$ cat config.mk
export PLATFORM = sky130hd
export DESIGN_NAME = dic_top
export DESIGN_NICKNAME = d
export VERILOG_FILES = /design/src/dic_pkg.sv /design/src/dic_top.sv
export SDC_FILE = /design/constraint.sdc
export NUM_CORES = 2
export LEC_CHECK = 0
export ABC_AREA = 1
export BUFFER_PORTS_ARGS = -buffer_cell sky130_fd_sc_hd__buf_2
export CORE_MARGIN = 4
export CORE_UTILIZATION = 45
export DETAILED_ROUTE_END_ITERATION = 12
export MAX_ROUTING_LAYER = met4
export PLACE_DENSITY_LB_ADDON = 0.1
export SLEW_MARGIN = 20
export SYNTH_ARGS = -nofsm -noshare
export SYNTH_HDL_FRONTEND = slang
export SYNTH_SLANG_ARGS = --single-unit
export TNS_END_PERCENT = 100
$ cat constraint.sdc
create_clock -name core_clk -period 5.3 [get_ports core_clk]
set_input_delay 1.06 -clock core_clk [delete_from_list [all_inputs] [get_ports core_clk]]
set_output_delay 1.06 -clock core_clk [all_outputs]
set_load 0.03 [all_outputs]
$ cat src/dic_pkg.sv
// Purpose: Shared constants and types for the digital input conditioning block
// Assumes: 10 MHz core clock, AHB-Lite register access, word registers
// Notes: Register indices are word indices; byte address is four times the index
package dic_pkg;
  // Sampling time and clock rate
  localparam int SAMPLE_PERIOD_NS = 1_000_000;
  localparam int CLK_PERIOD_NS = 100;
  localparam int TICK_CYCLES_DEF = SAMPLE_PERIOD_NS / CLK_PERIOD_NS;
  localparam int PRESC_W = 16;
  // Bit layout of summary and output words
  localparam int WORD_W = 32;
  localparam int LEVEL_BASE = 16;
  localparam int SF_NEG_LIMIT = 0;
  localparam int SF_POS_LIMIT = 1;
  localparam int SF_HOME = 2;
  localparam int BRAKE_BIT = 0;
  localparam int THR_INPUTS = 4;
  localparam int ROUTE_ENTRIES = 32;
  localparam int PHYS_MAX = 16;
  localparam int EXT_W = 6;
  localparam int CODE_INV_BIT = 7;
  localparam int ROUTING_EN_BIT = 0;
  // Register word indices
  localparam logic [7:0] IDX_SFE = 8'h00;
  localparam logic [7:0] IDX_INV = 8'h01;
  localparam logic [7:0] IDX_FEN = 8'h02;
  localparam logic [7:0] IDX_FVAL = 8'h03;
  localparam logic [7:0] IDX_RAW = 8'h04;
  localparam logic [7:0] IDX_THR = 8'h05;
  localparam logic [7:0] IDX_RTEN = 8'h07;
  localparam logic [7:0] IDX_SUMM = 8'h08;
  localparam logic [7:0] IDX_OUTC = 8'h09;
  localparam logic [7:0] IDX_PRESC = 8'h0A;
  localparam logic [7:0] IDX_ROUTE_FIRST = 8'h41;
  localparam logic [7:0] IDX_ROUTE_LAST = 8'h60;
  localparam logic [7:0] IDX_NONE = 8'hFF;
  // Route source codes, low seven bits
  localparam logic [6:0] SRC_ZERO = 7'h00;
  localparam logic [6:0] SRC_PHYS_FIRST = 7'h01;
  localparam logic [6:0] SRC_PHYS_LAST = 7'h10;
  localparam logic [6:0] SRC_HALL_U = 7'h41;
  localparam logic [6:0] SRC_ENC_IDX = 7'h46;
  localparam logic [6:0] SRC_NET = 7'h48;
  // Reset values
  localparam logic [31:0] WORD_RESET = 32'h0000_0000;
  localparam logic [7:0] CODE_RESET = 8'h00;
  localparam logic HRESP_OKAY = 1'b0;
  // Register decode result
  typedef enum logic [3:0] {
    REG_NONE, REG_SFE, REG_INV, REG_FEN, REG_FVAL, REG_RAW, REG_THR,
    REG_RTEN, REG_SUMM, REG_OUTC, REG_PRESC, REG_ROUTE
  } dic_reg_e;
endpackage

$ cat src/dic_top.sv
// Purpose: Digital input conditioning, input routing and output mapping
// Assumes: One 10 MHz clock; pins and Hall/encoder lines are asynchronous
// Notes: Summary word changes only on the sampling tick
// Function
// - Sample every input once per 1 ms tick; shorter pulses are missed unless they span a tick.
// - Special bits 0,1,2 are negative limit, positive limit, home from inputs 1-3.
// - Enable mask gates special bits only; level bits 16-31 unaffected.
// - Invert bit 0 gives normally open, 1 gives normally closed polarity.
// - Force enable replaces the sampled level with the software value.
// - Forced input takes its bit of the force value mask.
// - Raw register shows sampled levels without forcing, inversion or masking.
// - Threshold mask bits drive inputs 1-4: 0 is 5 V, 1 is 24 V.
// - Input 1 conditioned value in summary bit 16, special view in bit 0.
// - Writing routing enable 1 enters routing mode; clearing it leaves.
// - Routing mode ignores enable, invert, force enable and force value masks.
// - Entering routing loads route table to reproduce previous behaviour.
// - In routing mode summary bit n comes from route entry n+1.
// - Codes: 00 zero, 01-10 inputs, 41-46 Hall/encoder, 48 network active.
// - Code bit 7 inverts the source; 80 gives constant one.
// - Output k driven from output control bit 15+k.
// - Output control bit 0 drives the brake output.
// - Each input has a special bit 0-15 and a level bit 16-31.
`timescale 1ns/1ps
module dic_top #(
  parameter int NUM_IN = 6,
  parameter int NUM_OUT = 4,
  parameter int TICK_CYCLES = dic_pkg::TICK_CYCLES_DEF
) (
  input wire logic core_clk,
  input wire logic rst_b,
  input wire logic hsel,
  input wire logic [31:0] haddr,
  input wire logic [1:0] htrans,
  input wire logic hwrite,
  input wire logic [2:0] hsize,
  input wire logic [31:0] hwdata,
  input wire logic hready,
  output logic hreadyout,
  output logic hresp,
  output logic [31:0] hrdata,
  input wire logic [NUM_IN-1:0] din_pin,
  input wire logic hall_u,
  input wire logic hall_v,
  input wire logic hall_w,
  input wire logic enc_a,
  input wire logic enc_b,
  input wire logic enc_idx,
  input wire logic net_active,
  output logic [dic_pkg::THR_INPUTS-1:0] thr_sel,
  output logic [NUM_OUT-1:0] dout,
  output logic brake
);
  import dic_pkg::*;

  localparam logic [PRESC_W-1:0] PRESC_RESET = PRESC_W'(TICK_CYCLES - 1);

  typedef struct packed {
    logic [NUM_IN-1:0] in_s1;
    logic [NUM_IN-1:0] in_s2;
    logic [EXT_W-1:0] ext_s1;
    logic [EXT_W-1:0] ext_s2;
    logic [NUM_IN-1:0] raw;
    logic [PRESC_W-1:0] tick_cnt;
    logic tick;
    logic [PRESC_W-1:0] presc;
    logic [WORD_W-1:0] sfe;
    logic [WORD_W-1:0] inv;
    logic [WORD_W-1:0] fen;
    logic [WORD_W-1:0] fval;
    logic [WORD_W-1:0] thr;
    logic [WORD_W-1:0] outc;
    logic route_en;
    logic [ROUTE_ENTRIES-1:0][7:0] route;
    logic [WORD_W-1:0] summary;
    logic a_valid;
    logic a_write;
    logic [7:0] a_idx;
    logic ready;
    logic resp;
    logic [WORD_W-1:0] rdata;
    logic brake;
    logic [NUM_OUT-1:0] outs;
    logic [THR_INPUTS-1:0] thr_out;
  } dic_state_s;

  dic_state_s s_q;
  dic_state_s s_d;
  logic [PHYS_MAX-1:0] phys_now;

  // Map a word index onto a register
  function automatic dic_reg_e decode_reg(input logic [7:0] idx);
    dic_reg_e r;
    r = REG_NONE;
    if (idx >= IDX_ROUTE_FIRST && idx <= IDX_ROUTE_LAST) begin
      r = REG_ROUTE;
    end else begin
      unique case (idx)
        IDX_SFE: r = REG_SFE;
        IDX_INV: r = REG_INV;
        IDX_FEN: r = REG_FEN;
        IDX_FVAL: r = REG_FVAL;
        IDX_RAW: r = REG_RAW;
        IDX_THR: r = REG_THR;
        IDX_RTEN: r = REG_RTEN;
        IDX_SUMM: r = REG_SUMM;
        IDX_OUTC: r = REG_OUTC;
        IDX_PRESC: r = REG_PRESC;
        default: r = REG_NONE;
      endcase
    end
    return r;
  endfunction

  // Value of one route source code
  function automatic logic src_value(input logic [7:0] code, input logic [PHYS_MAX-1:0] phys,
                                     input logic [EXT_W-1:0] ext, input logic net);
    logic v;
    logic [6:0] c;
    c = code[6:0];
    v = 1'b0; // SRC_ZERO and unlisted codes
    if (c >= SRC_PHYS_FIRST && c <= SRC_PHYS_LAST) begin
      v = phys[4'(c - SRC_PHYS_FIRST)];
    end else if (c >= SRC_HALL_U && c <= SRC_ENC_IDX) begin
      v = ext[3'(c - SRC_HALL_U)];
    end else if (c == SRC_NET) begin
      v = net;
    end
    return v ^ code[CODE_INV_BIT];
  endfunction

  // Route code that reproduces one input under the current masks
  function automatic logic [7:0] init_code(input int idx, input logic fe, input logic fv,
                                           input logic iv);
    logic [7:0] c;
    if (fe) begin
      c = {fv ^ iv, SRC_ZERO};
    end else begin
      c = {iv, 7'(SRC_PHYS_FIRST + 7'(idx))};
    end
    return c;
  endfunction

  // Physical inputs widened to the source code range
  assign phys_now = PHYS_MAX'(s_q.in_s2);

  // Next state
  always_comb begin
    logic lvl;
    int e;
    lvl = 1'b0;
    e = 0;
    s_d = s_q;
    // Two-stage synchronisers
    s_d.in_s1 = din_pin;
    s_d.in_s2 = s_q.in_s1;
    s_d.ext_s1 = {enc_idx, enc_b, enc_a, hall_w, hall_v, hall_u};
    s_d.ext_s2 = s_q.ext_s1;
    // Millisecond tick from the prescaler
    s_d.tick = 1'b0;
    if (s_q.tick_cnt == '0) begin
      s_d.tick_cnt = s_q.presc;
      s_d.tick = 1'b1;
    end else begin
      s_d.tick_cnt = s_q.tick_cnt - PRESC_W'(1);
    end
    // Sample and rebuild the whole summary on the tick
    if (s_q.tick) begin
      s_d.raw = s_q.in_s2;
      s_d.summary = WORD_RESET;
      if (s_q.route_en) begin
        for (int b = 0; b < ROUTE_ENTRIES; b++) begin
          s_d.summary[b] = src_value(s_q.route[b], phys_now, s_q.ext_s2, net_active);
        end
      end else begin
        for (int i = 0; i < NUM_IN; i++) begin
          lvl = (s_q.fen[i] ? s_q.fval[i] : phys_now[i]) ^ s_q.inv[i];
          s_d.summary[LEVEL_BASE + i] = lvl;
          s_d.summary[i] = lvl & s_q.sfe[i];
        end
      end
    end
    // Output mapping and threshold selects
    s_d.brake = s_q.outc[BRAKE_BIT];
    for (int k = 0; k < NUM_OUT; k++) begin
      s_d.outs[k] = s_q.outc[LEVEL_BASE + k];
    end
    s_d.thr_out = s_q.thr[THR_INPUTS-1:0];
    // Data phase of a write
    if (s_q.a_valid && s_q.a_write) begin
      unique case (decode_reg(s_q.a_idx))
        REG_SFE: s_d.sfe = hwdata;
        REG_INV: s_d.inv = hwdata;
        REG_FEN: s_d.fen = hwdata;
        REG_FVAL: s_d.fval = hwdata;
        REG_THR: s_d.thr = hwdata;
        REG_OUTC: s_d.outc = hwdata;
        REG_PRESC: s_d.presc = hwdata[PRESC_W-1:0];
        REG_ROUTE: begin
          e = int'(s_q.a_idx - IDX_ROUTE_FIRST);
          s_d.route[e] = hwdata[7:0];
        end
        REG_RTEN: begin
          s_d.route_en = hwdata[ROUTING_EN_BIT];
          if (hwdata[ROUTING_EN_BIT] && !s_q.route_en) begin
            // Table reproduces the normal-mode result
            for (int b = 0; b < ROUTE_ENTRIES; b++) begin
              s_d.route[b] = CODE_RESET;
            end
            for (int i = 0; i < NUM_IN; i++) begin
              s_d.route[LEVEL_BASE + i] = init_code(i, s_q.fen[i], s_q.fval[i], s_q.inv[i]);
              s_d.route[i] = s_q.sfe[i] ? init_code(i, s_q.fen[i], s_q.fval[i], s_q.inv[i])
                                        : CODE_RESET;
            end
          end
        end
        default: ;
      endcase
    end
    // Address phase; read data reflects any write just applied
    s_d.ready = 1'b1;
    s_d.resp = HRESP_OKAY;
    s_d.a_valid = hsel && htrans[1] && hready;
    s_d.a_write = hwrite;
    s_d.a_idx = (haddr[31:10] == '0) ? haddr[9:2] : IDX_NONE;
    s_d.rdata = WORD_RESET;
    if (s_d.a_valid && !hwrite) begin
      unique case (decode_reg(s_d.a_idx))
        REG_SFE: s_d.rdata = s_d.sfe;
        REG_INV: s_d.rdata = s_d.inv;
        REG_FEN: s_d.rdata = s_d.fen;
        REG_FVAL: s_d.rdata = s_d.fval;
        REG_RAW: s_d.rdata = WORD_W'(s_q.raw);
        REG_THR: s_d.rdata = s_d.thr;
        REG_RTEN: s_d.rdata = WORD_W'(s_d.route_en);
        REG_SUMM: s_d.rdata = s_q.summary;
        REG_OUTC: s_d.rdata = s_d.outc;
        REG_PRESC: s_d.rdata = WORD_W'(s_d.presc);
        REG_ROUTE: begin
          e = int'(s_d.a_idx - IDX_ROUTE_FIRST);
          s_d.rdata = WORD_W'(s_d.route[e]);
        end
        default: s_d.rdata = WORD_RESET;
      endcase
    end
  end

  // State register
  always_ff @(posedge core_clk or negedge rst_b) begin
    if (!rst_b) begin
      s_q <= '0;
      s_q.tick_cnt <= PRESC_RESET;
      s_q.presc <= PRESC_RESET;
      s_q.ready <= 1'b1;
      s_q.a_idx <= IDX_NONE;
    end else begin
      s_q <= s_d;
    end
  end

  // Outputs straight from the state register
  assign hreadyout = s_q.ready;
  assign hresp = s_q.resp;
  assign hrdata = s_q.rdata;
  assign thr_sel = s_q.thr_out;
  assign dout = s_q.outs;
  assign brake = s_q.brake;

  // Cycles since the last tick, and the reload that the last tick started
  logic [PRESC_W-1:0] gap_cnt;
  logic [PRESC_W-1:0] span_q;
  always_ff @(posedge core_clk or negedge rst_b) begin
    if (!rst_b) begin
      gap_cnt <= '1;
      span_q <= PRESC_RESET;
    end else begin
      gap_cnt <= s_q.tick ? '0 : gap_cnt + PRESC_W'(1);
      if (s_q.tick) begin
        span_q <= s_q.tick_cnt;
      end
    end
  end
endmodule

==> results by group <==
STA
  • Shortest clock period the worst path allows after layout: 4730 ps
  • Max-slew violation count: 0
  • Count of final setup violators: 0
  • Max Freq: 0.211 GHz
  • Fin Clk Skew: 27.4 ps
  • Transition time of the tightest slew-check pin: 1210 ps
  • Relative max-transition margin: 19.0%
  • Setup Total Neg Slack: 0 ps
  • Minimum hold slack: 331 ps
  • Final Hold Viols: 0
  • Setup repair after global routing missed its margin: false
  • Part of the cycle the worst path needs: 89.3%

Power and ir drop
  • Worst VDD drop: 0.000212 V
  • Leak pwr: 0.0207 uW
  • Power density normalized to cell area: 223 nW/um^2

Hold path
  • Tightest Hold Check Type: reg2reg
  • Startpoint of the most critical hold path: s_d[585]
  • Endpoint, Worst Hold: phys_now[0]
  • Min-Delay Path Depth: 0

Synthesis
  • Most frequent cell after synthesis: sky130_fd_sc_hd__nand2_1
  • Combinational family with the most area after synthesis: simple AND/OR/NAND/NOR gates
  • Async SR Flop Fraction: 100%
  • Post-Syn Area per Cell: 6.82 sq um
  • Largest cells by area after synthesis: sky130_fd_sc_hd__dfrtp_1 (34%), sky130_fd_sc_hd__nand3_1 (16%), sky130_fd_sc_hd__nand2_1 (13%)
  • Area share of fa/ha/maj cells after synthesis: 3.15%
  • EDFF count, synth: 0
  • Post-Synth Simple-Gate Area: 34.9%
  • Synth Instances: 6237
  • Top post-synthesis cells by count: sky130_fd_sc_hd__nand2_1 (1524), sky130_fd_sc_hd__nand3_1 (1401), sky130_fd_sc_hd__dfrtp_1 (571)
  • Sequential element share of the synthesized area: 35.1%
  • Register bit count reported by yosys: 595
  • Post-Synth XOR/XNOR Area: 1.32%
  • Synthesized cell area: 42500 sq um
  • Post-synthesis compound-gate area fraction: 16.2%
  • Number of distinct library cells after synthesis: 63
  • Share of Yosys cell area claimed by the top area cell type: 33.6%
  • Yosys synthesis warning count: 0
  • Largest area contributor in the netlist: sky130_fd_sc_hd__dfrtp_1
  • Multiplexer fraction of the synthesized cell area: 0%
  • Number of nets in the synthesized netlist: 6431
  • Dominant register cell in the synthesized netlist: sky130_fd_sc_hd__dfrtp_1

Drt
  • Antenna-violating nets left: 0
  • Via density per instance: 6.25
  • Drt first-iter violations: 6431
  • Via count: 46460
  • Drt pass-1 iters: 6
  • Post-Route WL: 184000 um
  • Routed WL per cell: 24.7 um
  • DRC violations left: 0

Setup path
  • Count of cells along the worst register-to-register path: 19
  • Critical Path Sink Type: flop
  • Start-to-end type of the worst setup path: reg2reg
  • Worst reg2reg endpoint: hrdata[2]
  • Largest fanout of any net on the critical path: 10
  • Critical register-to-register path startpoint: s_q[43]
  • Internal reg-to-reg setup slack: 570 ps
  • CP startpoint kind: flop
  • Required time at the endpoint of the critical path: 5850 ps
  • Worst Path Arrival: 5290 ps

Die
  • Area of the core: 93500 sq um
  • Effective utilization at floorplan: 45.5%
  • Floorplan die area: 99400 sq um
  • Chip height: 315 um
  • Die boundary width: 315 um
  • # IOs: 130
  • Site row count: 112

Clock tree
  • Maximum level of the CTS H-tree: 3
  • Clock tree from TritonCTS: done
  • # clock sinks: 595
  • Buffer count from post-CTS setup fixing: 0
  • Maximum number of buffers from clock root to sink: 3
  • Post-cts gate resize count: 0
  • Number of clock buffers inserted by TritonCTS: 75
  • Worst-skew pair later-pin latency: 650 ps
  • Cell at the root of the clock tree: sky130_fd_sc_hd__clkbuf_16
  • Worst-path clk slew: 60 ps
  • Hold buffer count at cts: 0

Global route
  • Global-route usage over all layers: 37.0%
  • Number of global-route vias before repair: 42533
  • Wire length of the first global-routing pass: 273000 um
  • Number of antenna violations at the first check in global routing: 9
  • Total congestion overflow: 0
  • Pin count of the biggest net entering global routing: 128

Placed design
  • Final RePlAce weighted congestion: 0.987
  • Detailed-placement wirelength estimate: 119000 um
  • I/O Buffers: 121
  • Post-place instance area: 44200 sq um

Final layout
  • Fraction of the core area covered by cells at the end of the flow: 50.0%
  • Ratio of cells with drive above 1 in the final layout: 8.03%
  • Final-layout fill cell count: 9489
  • Net count of the finished layout: 6313
  • Syn-to-layout area delta: 9.88%
  • Post-route cell area: 46700 sq um

Run
  • Max cap viols: 0

Status
  • Result of the run: finished, final reports clean
## cell families (layout without fill, tap and decap cells)
logic type                 Yosys count  after routing
DFF                                595            595
other                                2             11
adders and majority gates          107            107
buffers and inverters              960            896
and+or+nand+nor                   3343           3343
xor gates and xnor gates            64             64
AOI/OAI and AO/OA                 1166           1166
## final cells by class
type | instances | area [sq um] | area share (%)
antenna | 9 | 22.5 | 0.0482
clock buffer | 105 | 2120 | 4.54
clock inverter | 26 | 328 | 0.702
inverter | 498 | 1890 | 4.06
multi-input combinational | 4682 | 23700 | 50.8
sequential | 595 | 14900 | 31.9
tap | 1254 | 1570 | 3.36
timing repair buffer | 267 | 2120 | 4.55
## flip-flops by register name, summed over array words and instances (netlist names)
signal	cells
s_q	527
hrdata	32
s_d	21
phys_now	6
dout	4
thr_sel	4
brake	1
## layer usage
| metal | track usage [%] | wire (um) |
|---|---|---|
| met5 | - | 0 |
| met4 | 18.7 | 11000 |
| met3 | 8.09 | 19800 |
| met2 | 54.2 | 78900 |
| met1 | 48.3 | 74200 |
## placed cells by master, fill, tap and decap left out, types with 33 or more instances in the layout
master,Yosys,final
sky130_fd_sc_hd__nand3_1,1401,1401
sky130_fd_sc_hd__o22ai_1,170,170
sky130_fd_sc_hd__nand2_1,1524,1519
sky130_fd_sc_hd__nor3_1,38,38
sky130_fd_sc_hd__buf_2,124,120
sky130_fd_sc_hd__clkbuf_16,0,77
sky130_fd_sc_hd__a21oi_1,245,245
sky130_fd_sc_hd__buf_4,49,113
sky130_fd_sc_hd__nor2_1,221,215
sky130_fd_sc_hd__buf_12,0,33
sky130_fd_sc_hd__xnor2_1,39,39
sky130_fd_sc_hd__a31oi_1,46,46
sky130_fd_sc_hd__ha_1,107,106
sky130_fd_sc_hd__o211ai_1,63,63
sky130_fd_sc_hd__and2_1,50,50
sky130_fd_sc_hd__dfrtp_1,571,569
sky130_fd_sc_hd__inv_1,463,453
sky130_fd_sc_hd__o21ai_0,468,468
sky130_fd_sc_hd__nand4_1,55,55
## report_power, final
group | leakage (uW) | switching [uW] | total, uW | internal (uW)
sequential | 0.00622 | 17.0 | 4570 | 4560
combinational | 0.0133 | 470 | 571 | 100
clock | 0.00121 | 2190 | 5280 | 3090
total | 0.0207 | 2670 | 10400 | 7750
## worst max path at each step
stage                   start         end  cells past startpoint
detailed placement  haddr[11]  hrdata[24]                     20
finish                s_q[43]   hrdata[2]                     19
floorplan           haddr[13]   hrdata[0]                     18
global route          s_q[43]   hrdata[3]                     19
global placement    haddr[11]  hrdata[10]                     18
CTS                   s_q[43]   hrdata[6]                     20
## metrics by stage
stage                     cells  setup WS, ps  total power [uW]
after floorplan            6237          1060              4810
after global placement     7296           687              5210
after detailed placement   7296           693              5210
after CTS                  7427           798             10500
after global routing       7434           460             10700
final                      7436           566             10400
## critical path, cell delays in order (launching register included)
cell and delay (ps):
sky130_fd_sc_hd__dfstp_2 580, sky130_fd_sc_hd__inv_1 150, sky130_fd_sc_hd__ha_1 340, sky130_fd_sc_hd__inv_2 420, sky130_fd_sc_hd__nand2_1 90, sky130_fd_sc_hd__nand2_1 190
sky130_fd_sc_hd__nand3_1 550, sky130_fd_sc_hd__clkinv_1 450, sky130_fd_sc_hd__nand2_1 300, sky130_fd_sc_hd__nand2_1 150, sky130_fd_sc_hd__nand3_1 70, sky130_fd_sc_hd__nand3_1 80
sky130_fd_sc_hd__nand3_1 70, sky130_fd_sc_hd__nand3_1 170, sky130_fd_sc_hd__nand3_1 170, sky130_fd_sc_hd__nand3_1 250, sky130_fd_sc_hd__nand2_1 80, sky130_fd_sc_hd__nand2_1 60
sky130_fd_sc_hd__nand3_1 230, sky130_fd_sc_hd__a21oi_1 210
Power figures use the tool's default switching activity.
